**src/logic/ccn_pkg.sv**
```systemverilog
// Constants for the configuration, interrupt and ordering register block
package ccn_pkg;

    // Register bus widths and memory address width
    localparam int          CCN_ADDR_W          = 8;
    localparam int          CCN_DATA_W          = 8;
    localparam int          CCN_MADDR_W         = 32;

    // Register indexes
    localparam logic [7:0]  CCN_IDX_PERF_CTRL   = 8'h20;
    localparam logic [7:0]  CCN_IDX_CFG_THREE   = 8'h21;
    localparam logic [7:0]  CCN_IDX_NMI_EXT     = 8'h22;

    // Field positions, performance control
    localparam int          CCN_LOAD_STORE_SERIALIZE_BIT       = 7;

    // Field positions, config control three
    localparam int          CCN_RSER_HIGH_BIT   = 7;
    localparam int          CCN_RSER_MID_BIT    = 6;
    localparam int          CCN_RSER_LOW_BIT    = 5;

    // Field positions, interrupt and extended instruction control
    localparam int          CCN_NMI_GEN_BIT     = 2;
    localparam int          CCN_RESERVED_BIT_BIT        = 1;
    localparam int          CCN_EXT_EN_BIT      = 0;

    // Writable masks; all other bits read as zero
    localparam logic [7:0]  CCN_PERF_MASK       = 8'h80;
    localparam logic [7:0]  CCN_CFG3_MASK       = 8'he0;
    localparam logic [7:0]  CCN_NMI_EXT_MASK    = 8'h07;

    // Reset values
    localparam logic [7:0]  CCN_PERF_RST        = 8'h00;
    localparam logic [7:0]  CCN_CFG3_RST        = 8'h00;
    localparam logic [7:0]  CCN_NMI_EXT_RST     = 8'h07;

    // Always-serialized region, 640 KB up to 1 MB
    localparam logic [31:0] CCN_LEGACY_LO       = 32'h000a_0000;
    localparam logic [31:0] CCN_LEGACY_HI       = 32'h000f_ffff;

    // Top address bits of the three gigabyte regions above 1 GByte
    localparam logic [1:0]  CCN_GB_LOW          = 2'h1;
    localparam logic [1:0]  CCN_GB_MID          = 2'h2;
    localparam logic [1:0]  CCN_GB_HIGH         = 2'h3;

endpackage

```
**src/logic/ccn_order_sel.sv**
```systemverilog
// Ordering decision for one memory access, registered
`timescale 1ns/10ps
module ccn_order_sel
    import ccn_pkg::*;
(
    // Clock and reset
    input  wire logic                   clk,
    input  wire logic                   sys_rst,
    // Ordering controls
    input  wire logic                   load_store_serialize,
    input  wire logic                   region_serialize_high,
    input  wire logic                   region_serialize_mid,
    input  wire logic                   region_serialize_low,
    // Access in
    input  wire logic                   acc_valid,
    input  wire logic [CCN_MADDR_W-1:0] acc_addr,
    // Decision out
    output logic                        dec_valid,
    output logic                        dec_serialize
);

    wire logic [1:0] gb_sel;
    wire logic       in_legacy;
    wire logic       above_gb;
    wire logic       region_ser;
    wire logic       serialize;

    logic            dec_valid_r;
    logic            dec_serialize_r;

    assign gb_sel    = acc_addr[31:30];
    assign above_gb  = (gb_sel != 2'h0);
    assign in_legacy = (acc_addr >= CCN_LEGACY_LO) &&
                       (acc_addr <= CCN_LEGACY_HI);

    // Above 1 GByte the global bit has no say
    assign region_ser =
        ((gb_sel == CCN_GB_LOW)  && region_serialize_low)  ||
        ((gb_sel == CCN_GB_MID)  && region_serialize_mid)  ||
        ((gb_sel == CCN_GB_HIGH) && region_serialize_high);

    assign serialize = in_legacy ? 1'b1 :
                       above_gb  ? region_ser :
                       load_store_serialize;

    always_ff @(posedge clk) begin
        if (sys_rst) begin
            dec_valid_r     <= 1'b0;
            dec_serialize_r <= 1'b0;
        end else begin
            dec_valid_r     <= acc_valid;
            dec_serialize_r <= acc_valid & serialize;
        end
    end

    assign dec_valid     = dec_valid_r;
    assign dec_serialize = dec_serialize_r;

endmodule

```
**src/logic/ccn_cfg_regs.sv**
```systemverilog
// Configuration register bank: NMI trigger, extension enable, ordering
//
// Function
// - Writing one raises NMI; zero does nothing
// - One NMI per fresh zero-to-one setting
// - Extension enable bit admits extended multimedia instructions
// - Serialize bit set forces strict memory order below 1 GByte
// - Serialize bit clear allows memory reordering below 1 GByte, except from 640 KB up to 1 MB
// - Above 1 GByte, per-region fields decide ordering
`timescale 1ns/10ps
module ccn_cfg_regs
    import ccn_pkg::*;
(
    // Clock and reset
    input  wire logic                   clk,
    input  wire logic                   sys_rst,
    // Register port
    input  wire logic [CCN_ADDR_W-1:0]  reg_addr,
    input  wire logic [CCN_DATA_W-1:0]  reg_wdata,
    input  wire logic                   reg_wr,
    input  wire logic                   reg_rd,
    output logic      [CCN_DATA_W-1:0]  reg_rdata,
    // Interrupt to the core
    output logic                        nmi_pulse,
    // Instruction decode gate
    input  wire logic                   insn_ext_valid,
    output logic                        insn_ext_accept,
    output logic                        insn_ext_fault,
    // Level copies of the controls
    output logic                        extended_multimedia_insn_enable,
    output logic                        load_store_serialize,
    // Memory ordering query
    input  wire logic                   acc_valid,
    input  wire logic [CCN_MADDR_W-1:0] acc_addr,
    output logic                        acc_dec_valid,
    output logic                        acc_serialize
);

    // Register storage
    logic [CCN_DATA_W-1:0] perf_ctrl_r;
    logic [CCN_DATA_W-1:0] perf_ctrl_nxt;
    logic [CCN_DATA_W-1:0] cfg_three_r;
    logic [CCN_DATA_W-1:0] cfg_three_nxt;
    logic [CCN_DATA_W-1:0] nmi_ext_r;
    logic [CCN_DATA_W-1:0] nmi_ext_nxt;
    logic [CCN_DATA_W-1:0] rdata_r;
    logic [CCN_DATA_W-1:0] rdata_nxt;
    logic                  nmi_r;
    logic                  nmi_nxt;
    logic                  ext_accept_r;
    logic                  ext_fault_r;

    // Decode
    wire logic             hit_perf;
    wire logic             hit_cfg3;
    wire logic             hit_nmi;
    wire logic             wr_perf;
    wire logic             wr_cfg3;
    wire logic             wr_nmi;
    wire logic             nmi_was_set;
    wire logic             nmi_set_now;
    wire logic             ext_en;
    wire logic [CCN_DATA_W-1:0] rd_sel;

    assign hit_perf = (reg_addr == CCN_IDX_PERF_CTRL);
    assign hit_cfg3 = (reg_addr == CCN_IDX_CFG_THREE);
    assign hit_nmi  = (reg_addr == CCN_IDX_NMI_EXT);

    assign wr_perf  = reg_wr & hit_perf;
    assign wr_cfg3  = reg_wr & hit_cfg3;
    assign wr_nmi   = reg_wr & hit_nmi;

    // Unused bits are dropped at write so they read as zero
    assign perf_ctrl_nxt = wr_perf ? (reg_wdata & CCN_PERF_MASK)
                                   : perf_ctrl_r;
    assign cfg_three_nxt = wr_cfg3 ? (reg_wdata & CCN_CFG3_MASK)
                                   : cfg_three_r;

    // Reserved bit one is stored as written; zero is up to software
    assign nmi_ext_nxt   = wr_nmi ? (reg_wdata & CCN_NMI_EXT_MASK)
                                  : nmi_ext_r;

    // Trigger fires only on a zero-to-one change of the stored bit
    assign nmi_was_set = nmi_ext_r[CCN_NMI_GEN_BIT];
    assign nmi_set_now = reg_wdata[CCN_NMI_GEN_BIT];
    assign nmi_nxt     = wr_nmi & nmi_set_now & ~nmi_was_set;

    // Read mux; unmapped indexes answer zero
    assign rd_sel = hit_perf ? perf_ctrl_r :
                    hit_cfg3 ? cfg_three_r :
                    hit_nmi  ? nmi_ext_r   :
                    8'h00;

    // Read data live for exactly the cycle after the strobe
    assign rdata_nxt = reg_rd ? rd_sel : 8'h00;

    always_ff @(posedge clk) begin
        if (sys_rst) begin
            perf_ctrl_r <= CCN_PERF_RST;
            cfg_three_r <= CCN_CFG3_RST;
            nmi_ext_r   <= CCN_NMI_EXT_RST;
        end else begin
            perf_ctrl_r <= perf_ctrl_nxt;
            cfg_three_r <= cfg_three_nxt;
            nmi_ext_r   <= nmi_ext_nxt;
        end
    end

    always_ff @(posedge clk) begin
        if (sys_rst) begin
            rdata_r <= 8'h00;
            nmi_r   <= 1'b0;
        end else begin
            rdata_r <= rdata_nxt;
            nmi_r   <= nmi_nxt;
        end
    end

    // Reset value leaves the trigger bit at one, so no NMI out of reset
    assign nmi_pulse = nmi_r;

    // Extended instruction gate
    assign ext_en = nmi_ext_r[CCN_EXT_EN_BIT];

    always_ff @(posedge clk) begin
        if (sys_rst) begin
            ext_accept_r <= 1'b0;
            ext_fault_r  <= 1'b0;
        end else begin
            ext_accept_r <= insn_ext_valid & ext_en;
            ext_fault_r  <= insn_ext_valid & ~ext_en;
        end
    end

    assign insn_ext_accept = ext_accept_r;
    assign insn_ext_fault  = ext_fault_r;

    assign extended_multimedia_insn_enable = ext_en;
    assign load_store_serialize = perf_ctrl_r[CCN_LOAD_STORE_SERIALIZE_BIT];

    assign reg_rdata = rdata_r;

    // Ordering decision; region fields win above 1 GByte
    ccn_order_sel u_order_sel (
        .clk                   (clk),
        .sys_rst               (sys_rst),
        .load_store_serialize  (perf_ctrl_r[CCN_LOAD_STORE_SERIALIZE_BIT]),
        .region_serialize_high (cfg_three_r[CCN_RSER_HIGH_BIT]),
        .region_serialize_mid  (cfg_three_r[CCN_RSER_MID_BIT]),
        .region_serialize_low  (cfg_three_r[CCN_RSER_LOW_BIT]),
        .acc_valid             (acc_valid),
        .acc_addr              (acc_addr),
        .dec_valid             (acc_dec_valid),
        .dec_serialize         (acc_serialize)
    );

endmodule

```
**config.mk**
```make
export PLATFORM = sky130hd
export DESIGN_NAME = ccn_cfg_regs
export DESIGN_NICKNAME = d
export VERILOG_FILES = /design/src/logic/ccn_pkg.sv /design/src/logic/ccn_order_sel.sv /design/src/logic/ccn_cfg_regs.sv
export SDC_FILE = /design/constraint.sdc
export NUM_CORES = 1
export LEC_CHECK = 0
export BUFFER_PORTS_ARGS = -buffer_cell sky130_fd_sc_hd__buf_2
export CORE_MARGIN = 8
export CORE_UTILIZATION = 39
export DETAILED_ROUTE_END_ITERATION = 12
export HOLD_SLACK_MARGIN = 0.02
export PLACE_DENSITY = 0.83
export SYNTH_ARGS = -nofsm -noshare
export SYNTH_HDL_FRONTEND = slang
export SYNTH_SLANG_ARGS = --single-unit
```
**constraint.sdc**
```tcl
create_clock -name clk -period 2.7 [get_ports clk]
set_input_delay 0.27 -clock clk [delete_from_list [all_inputs] [get_ports clk]]
set_output_delay 0.27 -clock clk [all_outputs]
set_load 0.005 [all_outputs]
```
==> run summary, run 1 <==
clock power share -> 0.286
uppermost layer routed -> met4
gpl congestion -> 0.725
die width -> 60.5 um
clock slew at reported path FFs -> 90 ps
Reg-to-Reg Start -> cfg_three_r[5]
HP Class -> input pin to register
PortBufs -> 47
flops & latches, synth -> 18
cts hold-fix bufs -> 0
Antenna diodes -> 0
CTS tree -> done
Layout Nets -> 177
Yosys cell types -> 27
YS warnings -> 0
crit path launch -> perf_ctrl_r[7]
I/O Pins -> 69
Post-Place Setup Slack -> 1300 ps
final setup margin -> 1620 ps
crit path DAT -> 810 ps
Core Region -> 1920 um2
CP required -> 2430 ps
syn avg cell area -> 10.4 um2
postcts setup bufs -> 0
gr usage total -> 0.105
Worst setup SP type -> register
area of the die -> 3660 um2
largest net degree at the start of global routing -> 19
Top delay family on crit path -> flip-flops
post_cts resized -> 0
Max Cap Violations -> 0
fraction of registers with async set/reset -> 0
CTS buffer count -> 3
Post-route DRC -> 0
sequential-to-total area share from yosys stat -> 0.466
status -> finished clean
DRT Wirelength -> 1940 um
cell area after synthesis -> 773 um2
layout cells sized above 1 -> 0.455
Via density -> 4.66
H-tree level count -> 1
Post-DP HPWL -> 1680 um
hold path start -> acc_valid
CTS Sinks -> 18
period utilization -> 0.400
met3 routed WL -> 150 um
clk buf depth -> 2
Max Fclk -> 925 MHz
# setup viols final -> 0
leakage power -> 0.000521 uW
Combinational Power Share -> 0.112
worst path cell trace -> buf_2
Power per Cell Area -> 429 nW/um2
hold violation count in the final report -> 0
cell with the most instances after synthesis -> dfxtp_1
Max Slew Vio Count -> 0
DRT Pass-1 Iters -> 4
global route total overflow -> 0
switching pwr -> 98.0 uW
Synth-to-Final Area Change -> 34.3%
Clk Latency, worst-skew pair -> 280 ps
Mapped Cells -> 74
sw frac -> 0.220
CTS root buffer -> clkbuf_4
final antenna-violating net count -> 0
Initial Utilization -> 0.402
crit-path max FO -> 4
Setup CP Type -> register to primary output
Synth area leaders -> dfxtp_1 47%, mux2i_1 10%, nand2b_1 6.5%
met1 WL -> 691 um
final core utilization -> 0.540
Synth top cells by count -> 18 x dfxtp_1, 8 x mux2i_1, 8 x nand2b_1, 8 x nor2_1
sequential group share of total power -> 0.602
Hold WS -> 196 ps
vias -> 690
top-area cell type share of the netlist area -> 0.466
min cycle time layout -> 1080 ps
unrepaired setup endpoints after global routing -> no
final setup skew -> 0.609 ps
largest area contributor in the netlist -> dfxtp_1
first-pass GRT wire length -> 2920 um
Cell Rows -> 16
crit path max-delay cell type -> dfxtp_1
met2 WL -> 1060 um
Worst Setup End Kind -> primary output
Fin Setup TNS -> 0 ps
ys flop type -> dfxtp_1
vias in the first global route -> 690
Peak VDD IR -> 0.000215 V
Pint -> 347 uW
wire per inst -> 13.1 um
initial antenna violation count -> 0
Bufs and invs on worst path -> 1
EDFF count, synth -> 0
chip height -> 60.5 um
Final Power -> 445 uW
initial DRC count -> 6
Largest stage delay, worst path -> 390 ps
==> cells in the final DEF (no fill, tap or decap) <==
cell       instances
a21oi_1            1
a221o_1            1
a22oi_1            1
and2_1             3
and3_1             3
and3b_1            1
and3b_2            1
and4b_1            1
buf_2             47
clkbuf_4           3
conb_1             2
dfxtp_1           18
inv_1              1
mux2i_1            8
nand2_1            1
nand2b_1           8
nand3_1            1
nand3_2            1
nor2_1             8
nor2b_1            1
nor3_1             1
nor3b_1            2
nor4_1             3
nor4b_2            2
nor4b_4            1
o2111ai_1          1
==> area by class of cell <==
class	instances	area [um2]
fill	191	883
clock buffer	3	22.5
multi-input combinational	52	383
inverter	1	3.75
sequential	18	360
timing repair buffer	47	235
tap	27	33.8
==> kinds of logic after synthesis <==
logic type | Yosys count | synth area share
AND/OR/NAND/NOR | 38 | 0.341
multiplexers | 8 | 0.104
flip-flops | 18 | 0.466
other | 1 | 0.00485
buffers and inverters | 5 | 0.0437
AO/OA/AOI/OAI | 4 | 0.0405
==> final timing paths <==
kind / slack (ps) / end / cells after the start
worst max-delay path: 1620 / load_store_serialize / 1
worst min-delay path: 200 / u_order_sel.dec_valid / 3
worst max register to register: 1720 / u_order_sel.dec_serialize / 3
worst min register to register: 470 / reg_rdata[1] / 1
==> stage by stage <==
step	cell area [um2]	std cells
floorplan	777	75
global placement	1020	145
detailed placement	1020	145
CTS	1040	148
global route	1040	148
finish	1040	148
==> power by group through the flow <==
stage	logic, uW	registers, uW	clock network, uW
after floorplan	17.3	275	0
after detailed placement	50.3	274	0
after global routing	54.3	268	143
after CTS	50.3	268	130
final	49.8	268	127
after global placement	47.5	274	0
==> flip-flops by register name, summed over array words and instances, names as in the netlist <==
register / flops
insn_ext_accept: 1
nmi_ext_r: 3
perf_ctrl_r: 1
insn_ext_fault: 1
cfg_three_r: 3
reg_rdata: 6
u_order_sel.dec_valid: 1
u_order_sel.dec_serialize: 1
nmi_pulse: 1
==> routing by layer <==
layer | vias to the layer above | GRT usage
li1 | 354 | -
met1 | 308 | 0.0931
met2 | 24 | 0.212
met3 | 4 | 0.0339
met4 | 0 | 0.0399
met5 | - | 0
Note: power is estimated with default switching activity, not from simulation.
==> inputs of run 2 (changes only) <==
--- a/config.mk
+++ b/config.mk
@@ -5,12 +5,13 @@
 export SDC_FILE = /design/constraint.sdc
 export NUM_CORES = 1
 export LEC_CHECK = 0
+export ABC_AREA = 1
 export BUFFER_PORTS_ARGS = -buffer_cell sky130_fd_sc_hd__buf_2
 export CORE_MARGIN = 8
 export CORE_UTILIZATION = 39
 export DETAILED_ROUTE_END_ITERATION = 12
 export HOLD_SLACK_MARGIN = 0.02
-export PLACE_DENSITY = 0.83
+export PLACE_DENSITY = 0.78
 export SYNTH_ARGS = -nofsm -noshare
 export SYNTH_HDL_FRONTEND = slang
 export SYNTH_SLANG_ARGS = --single-unit
==> constraint.sdc (replaced) <==
create_clock -name clk -period 1 [get_ports clk]
set_input_delay 0.1 -clock clk [delete_from_list [all_inputs] [get_ports clk]]
set_output_delay 0.1 -clock clk [all_outputs]
set_load 0.005 [all_outputs]
==> run summary, run 2 <==
status -> finished clean (unchanged)
Power per Cell Area -> 1090 nW/um2 (was 429 nW/um2)
chip height -> 65.0 um (was 60.5 um)
EDFF count, synth -> 0 (unchanged)
unrepaired setup endpoints after global routing -> no (unchanged)
postcts setup bufs -> 0 (unchanged)
Max Slew Vio Count -> 0 (unchanged)
Max Fclk -> 1090 MHz
clk buf depth -> 2 (unchanged)
CTS buffer count -> 3 (unchanged)
ys flop type -> dfxtp_1 (unchanged)
global route total overflow -> 0 (unchanged)
GR met2 Demand/Resource -> 0.210 (was 0.212)
HP Class -> input pin to register (unchanged)
initial antenna violation count -> 0 (unchanged)
Yosys cell types -> 22 (was 27)
Bufs and invs on worst path -> 1 (unchanged)
fraction of registers with async set/reset -> 0 (unchanged)
crit path max-delay cell type -> dfxtp_1 (unchanged)
DRT Wirelength -> 2370 um (was 1940 um)
hold path start -> acc_valid (unchanged)
crit-path max FO -> 4 (unchanged)
first-pass GRT wire length -> 3700 um (was 2920 um)
area of the die -> 4230 um2 (was 3660 um2)
dpl cells -> 199 (was 145)
Final Power -> 1350 uW (was 445 uW)
Largest stage delay, worst path -> 390 ps (about the same)
largest area contributor in the netlist -> dfxtp_1 (unchanged)
Reg-to-Reg Start -> cfg_three_r[7] (was cfg_three_r[5])
min cycle time layout -> 917 ps
Mapped Cells -> 125 (was 74)
crit path DAT -> 820 ps (was 810 ps)
vias in the first global route -> 874 (was 690)
Clk Latency, worst-skew pair -> 280 ps (about the same)
Post-route DRC -> 0 (unchanged)
Global Route met3 Usage -> 0.0292 (was 0.0339)
CTS Sinks -> 18 (unchanged)
Post-DP HPWL -> 2000 um (was 1680 um)
Worst setup SP type -> register (unchanged)
fillcell total -> 215 (was 191)
final core utilization -> 0.553 (was 0.540)
Layout Nets -> 230 (was 177)
Area after DPL -> 1200 um2 (was 1020 um2)
WHS Endpoint -> u_order_sel.dec_valid (unchanged)
Synth-to-Final Area Change -> 31.8% (was 34.3%)
CTS root buffer -> clkbuf_4 (unchanged)
Peak VDD IR -> 0.000500 V (was 0.000215 V)
# setup viols final -> 0 (unchanged)
Register Area -> 360 um2 (unchanged)
Top delay family on crit path -> flip-flops (unchanged)
CP required -> 900 ps (was 2430 ps)
final instance area -> 1230 um2 (was 1040 um2)
Cell Rows -> 17 (was 16)
CTS tree -> done (unchanged)
commonest non-fill, non-tap cell in the layout -> buf_2 (unchanged)
leakage power -> 0.000653 uW (was 0.000521 uW)
gpl congestion -> 0.744 (was 0.725)
cell area after synthesis -> 937 um2 (was 773 um2)
Synth area leaders -> dfxtp_1 38%, inv_1 8.8%, nand2_1 8.8% (was dfxtp_1 47%, mux2i_1 10%, nand2b_1 6.5%)
area occupied by multi-input gates -> 450 um2 (was 383 um2)
gr usage total -> 0.108 (was 0.105)
largest net degree at the start of global routing -> 13 (was 19)
flops & latches, synth -> 18 (unchanged)
Via density -> 4.40 (was 4.66)
R2R cell count -> 4 (was 3)
post_cts resized -> 0 (unchanged)
Max Cap Violations -> 0 (unchanged)
H-tree level count -> 1 (unchanged)
flop-to-flop setup slack -> 190 ps (was 1720 ps)
Worst Setup End Kind -> primary output (unchanged)
Fin Setup TNS -> 0 ps (unchanged)
sequential-to-total area share from yosys stat -> 0.385 (was 0.466)
max FFs per register -> 6 (unchanged)
hold violation count in the final report -> 0 (unchanged)
PortBufs -> 47 (unchanged)
final antenna-violating net count -> 0 (unchanged)
worst path cell trace -> buf_2 (unchanged)
top-area cell type share of the netlist area -> 0.385 (was 0.466)
GR Layer Usage met1 -> 0.104 (was 0.0931)
vias -> 893 (was 690)
Antenna diodes -> 0 (unchanged)
syn avg cell area -> 7.50 um2 (was 10.4 um2)
DRT Pass-1 Iters -> 4 (unchanged)
initial DRC count -> 15 (was 6)
most frequent cells in the layout -> 47 x buf_2, 22 x inv_1, 22 x nand2_1 (was 47 x buf_2, 18 x dfxtp_1, 8 x nor2_1, 8 x mux2i_1, 8 x nand2b_1)
I/O Pins -> 69 (unchanged)
die width -> 65.0 um (was 60.5 um)
period utilization -> 0.917
layout cells sized above 1 -> 0.423 (was 0.455)
global routing's busiest layer -> met2 (unchanged)
cts hold-fix bufs -> 0 (unchanged)
non-filler instance count after layout -> 203 (was 148)
r2r endpoint -> u_order_sel.dec_serialize (unchanged)
Hold Path Stages -> 3 (unchanged)
Core Region -> 2230 um2 (was 1920 um2)
wire per inst -> 11.7 um (was 13.1 um)
Initial Utilization -> 0.420 (was 0.402)
Synth top cells by count -> 22 x inv_1, 22 x nand2_1, 18 x dfxtp_1, 17 x nor2_1 (was 18 x dfxtp_1, 8 x mux2i_1, 8 x nand2b_1, 8 x nor2_1)
clock slew at reported path FFs -> 100 ps (was 90 ps)
YS warnings -> 0 (unchanged)
final setup skew -> 1.79 ps (was 0.609 ps)
Setup CP Type -> register to primary output (unchanged)
[run 2: cell families (layout without fill, tap and decap cells)]
kind of cell | after synthesis | after routing | share of synthesized area
AOI/OAI and AO/OA | 5 | 5 | 0.0360
buffers and inverters | 28 | 77 | 0.139
DFF | 18 | 18 | 0.385
other | 1 | 2 | 0.00400
and+or+nand+nor | 73 | 73 | 0.437
[run 2: stage by stage]
| stage | hold WS [ps] | setup slack (ps) |
|---|---|---|
| after CTS | 33.4 | 72.3 |
| after floorplan | 177 | 183 |
| after global routing | 40.3 | 36.6 |
| after global placement | 333 | 37.1 |
| after detailed placement | 336 | 19.7 |
| final | 35.0 | 83.0 |
[run 2: cell type report]
class                           count  share of cell area
Tap cell                           28              0.0284
Timing Repair Buffer               49               0.213
Inverter                           24              0.0729
Sequential cell                    18               0.292
Multi-Input combinational cell     80               0.365
Clock buffer                        4              0.0294
[run 2: worst max-delay path by stage]
| stage | from | end | slack [ps] | cells after the start |
|---|---|---|---|---|
| final | perf_ctrl_r[7] | load_store_serialize | 80 | 1 |
| after global routing | nmi_ext_r[0] | extended_multimedia_insn_enable | 40 | 1 |
| after CTS | perf_ctrl_r[7] | load_store_serialize | 70 | 1 |
| after detailed placement | reg_addr[7] | cfg_three_r[6] | 20 | 9 |
| after global placement | reg_addr[7] | nmi_ext_r[1] | 40 | 8 |
| after floorplan | reg_addr[7] | cfg_three_r[5] | 180 | 7 |
[run 2: where the power goes]
group	switching [uW]	leakage, uW	internal [uW]
Sequential	1.55	0.000146	723
Clock	222	0.0000210	221
Combinational	97.2	0.000486	81.3
[run 2: layer usage]
| metal | share of wire | vias up |
|---|---|---|
| li1 | - | 484 |
| met5 | 0 | - |
| met4 | 0.0059 | 0 |
| met1 | 0.38 | 387 |
| met2 | 0.55 | 20 |
| met3 | 0.070 | 2 |
==> inputs of run 3 (changes only) <==
--- a/config.mk
+++ b/config.mk
@@ -6,8 +6,8 @@
 export NUM_CORES = 1
 export LEC_CHECK = 0
 export ABC_AREA = 1
-export BUFFER_PORTS_ARGS = -buffer_cell sky130_fd_sc_hd__buf_2
-export CORE_MARGIN = 8
+export BUFFER_PORTS_ARGS = -buffer_cell sky130_fd_sc_hd__clkbuf_2
+export CORE_MARGIN = 3
 export CORE_UTILIZATION = 39
 export DETAILED_ROUTE_END_ITERATION = 12
 export HOLD_SLACK_MARGIN = 0.02
==> run summary, run 3 (synthesized netlist as in run 2, its figures left out) <==
status -> finished clean (unchanged)
Initial Utilization -> 0.416 (was 0.420)
clk buf depth -> 2 (unchanged)
min cycle time layout -> 933 ps (was 917 ps)
Max Fclk -> 1070 MHz (was 1090 MHz)
gr usage total -> 0.140 (was 0.108)
Post-route DRC -> 0 (unchanged)
Antenna diodes -> 0 (unchanged)
Bufs and invs on worst path -> 1 (unchanged)
first-pass GRT wire length -> 3050 um (was 3700 um)
CTS root buffer -> clkbuf_4 (unchanged)
final setup skew -> 1.36 ps (was 1.79 ps)
Peak VDD IR -> 0.000532 V (was 0.000500 V)
PortBufs -> 47 (unchanged)
HP Class -> input pin to register (unchanged)
final antenna-violating net count -> 0 (unchanged)
Max Cap Violations -> 0 (unchanged)
Largest stage delay, worst path -> 410 ps (was 390 ps)
gpl congestion -> 0.661 (was 0.744)
Post-Place Setup Slack -> 25.5 ps (was 19.7 ps)
clock slew at reported path FFs -> 100 ps (about the same)
CP required -> 900 ps (about the same)
# setup viols final -> 0 (unchanged)
initial DRC count -> 8 (was 15)
commonest non-fill, non-tap cell in the layout -> clkbuf_2 (was buf_2)
Global Route met3 Usage -> 0.0322 (was 0.0292)
initial antenna violation count -> 0 (unchanged)
H-tree level count -> 1 (unchanged)
Area after DPL -> 1200 um2 (unchanged)
Worst setup SP type -> register (unchanged)
post_cts resized -> 0 (unchanged)
crit-path max FO -> 4 (unchanged)
Clk Latency, worst-skew pair -> 280 ps (about the same)
I/O Pins -> 69 (unchanged)
area of the die -> 3030 um2 (was 4230 um2)
Worst Setup End Kind -> primary output (unchanged)
final setup margin -> 66.7 ps (was 83.0 ps)
cts hold-fix bufs -> 2 (was 0)
global route total overflow -> 0 (unchanged)
wire per inst -> 9.92 um (was 11.7 um)
DRT Pass-1 Iters -> 4 (unchanged)
Via density -> 4.47 (was 4.40)
Core Region -> 2250 um2 (was 2230 um2)
Layout Nets -> 232 (was 230)
most frequent cells in the layout -> 47 x clkbuf_2, 22 x inv_1, 22 x nand2_1 (was 47 x buf_2, 22 x inv_1, 22 x nand2_1)
Synth-to-Final Area Change -> 33.9% (was 31.8%)
Fin Setup TNS -> 0 ps (unchanged)
crit path max-delay cell type -> dfxtp_1 (unchanged)
die width -> 55.0 um (was 65.0 um)
global routing's busiest layer -> met2 (unchanged)
leakage power -> 0.000660 uW (was 0.000653 uW)
postcts setup bufs -> 0 (unchanged)
Top delay family on crit path -> flip-flops (unchanged)
period utilization -> 0.933 (was 0.917)
unrepaired setup endpoints after global routing -> no (unchanged)
max FFs per register -> 6 (unchanged)
Final Power -> 1340 uW (was 1350 uW)
Setup CP Type -> register to primary output (unchanged)
DRT Wirelength -> 2030 um (was 2370 um)
Cell Rows -> 17 (unchanged)
CTS Sinks -> 18 (unchanged)
Power per Cell Area -> 1070 nW/um2 (was 1090 nW/um2)
largest net degree at the start of global routing -> 13 (unchanged)
hold violation count in the final report -> 0 (unchanged)
vias -> 916 (was 893)
final core utilization -> 0.557 (was 0.553)
chip height -> 55.0 um (was 65.0 um)
CTS buffer count -> 3 (unchanged)
crit path DAT -> 830 ps (was 820 ps)
Post-DP HPWL -> 1720 um (was 2000 um)
GR Layer Usage met1 -> 0.150 (was 0.104)
vias in the first global route -> 812 (was 874)
final instance area -> 1250 um2 (was 1230 um2)
Max Slew Vio Count -> 0 (unchanged)
GR met2 Demand/Resource -> 0.258 (was 0.210)
worst path cell trace -> clkbuf_2 (was buf_2)
layout cells sized above 1 -> 0.418 (was 0.423)
CTS tree -> done (unchanged)
[run 3: changes by cell type in the layout (fill, tap and decap cells not counted), sizes merged]
cell         delta
buf            -47
dlygate4sd3     +2
clkbuf         +47
[run 3: cell type report]
cell class	count	area, um2
Fill cell	217	1000
Clock buffer	4	36.3
Timing Repair Buffer	51	283
Inverter	24	90.1
Tap cell	28	35.0
Multi-Input combinational cell	80	450
Sequential cell	18	360
[run 3: worst paths after layout]
path | end | depth (start not counted) | slack [ps] | start
worst max register to register | u_order_sel.dec_serialize | 4 | 190 | cfg_three_r[7]
worst min-delay path | insn_ext_fault | 2 | 40 | sys_rst
worst min register to register | reg_rdata[1] | 2 | 450 | nmi_ext_r[1]
worst max-delay path | load_store_serialize | 1 | 70 | perf_ctrl_r[7]
[run 3: per-layer routing]
metal  vias up  part of all wire
met2        22              0.57
met1       407              0.39
met5         -                 0
met4         0                 0
met3         0             0.049
li1        487                 -
[run 3: through the flow]
stage / hold slack (ps) / instances
2_1_floorplan: 177 / 126
3_3_place_gp: 321 / 199
3_5_place_dp: 321 / 199
4_1_cts: 31.7 / 205
5_1_grt: 33.1 / 205
6_report: 41.0 / 205
[run 3: where the power goes]
| group | leakage [uW] | total (uW) | switching [uW] | internal, uW |
|---|---|---|---|---|
| registers | 0.000146 | 724 | 1.86 | 722 |
| logic | 0.000493 | 184 | 97.2 | 86.5 |
| clock network | 0.0000210 | 436 | 215 | 222 |
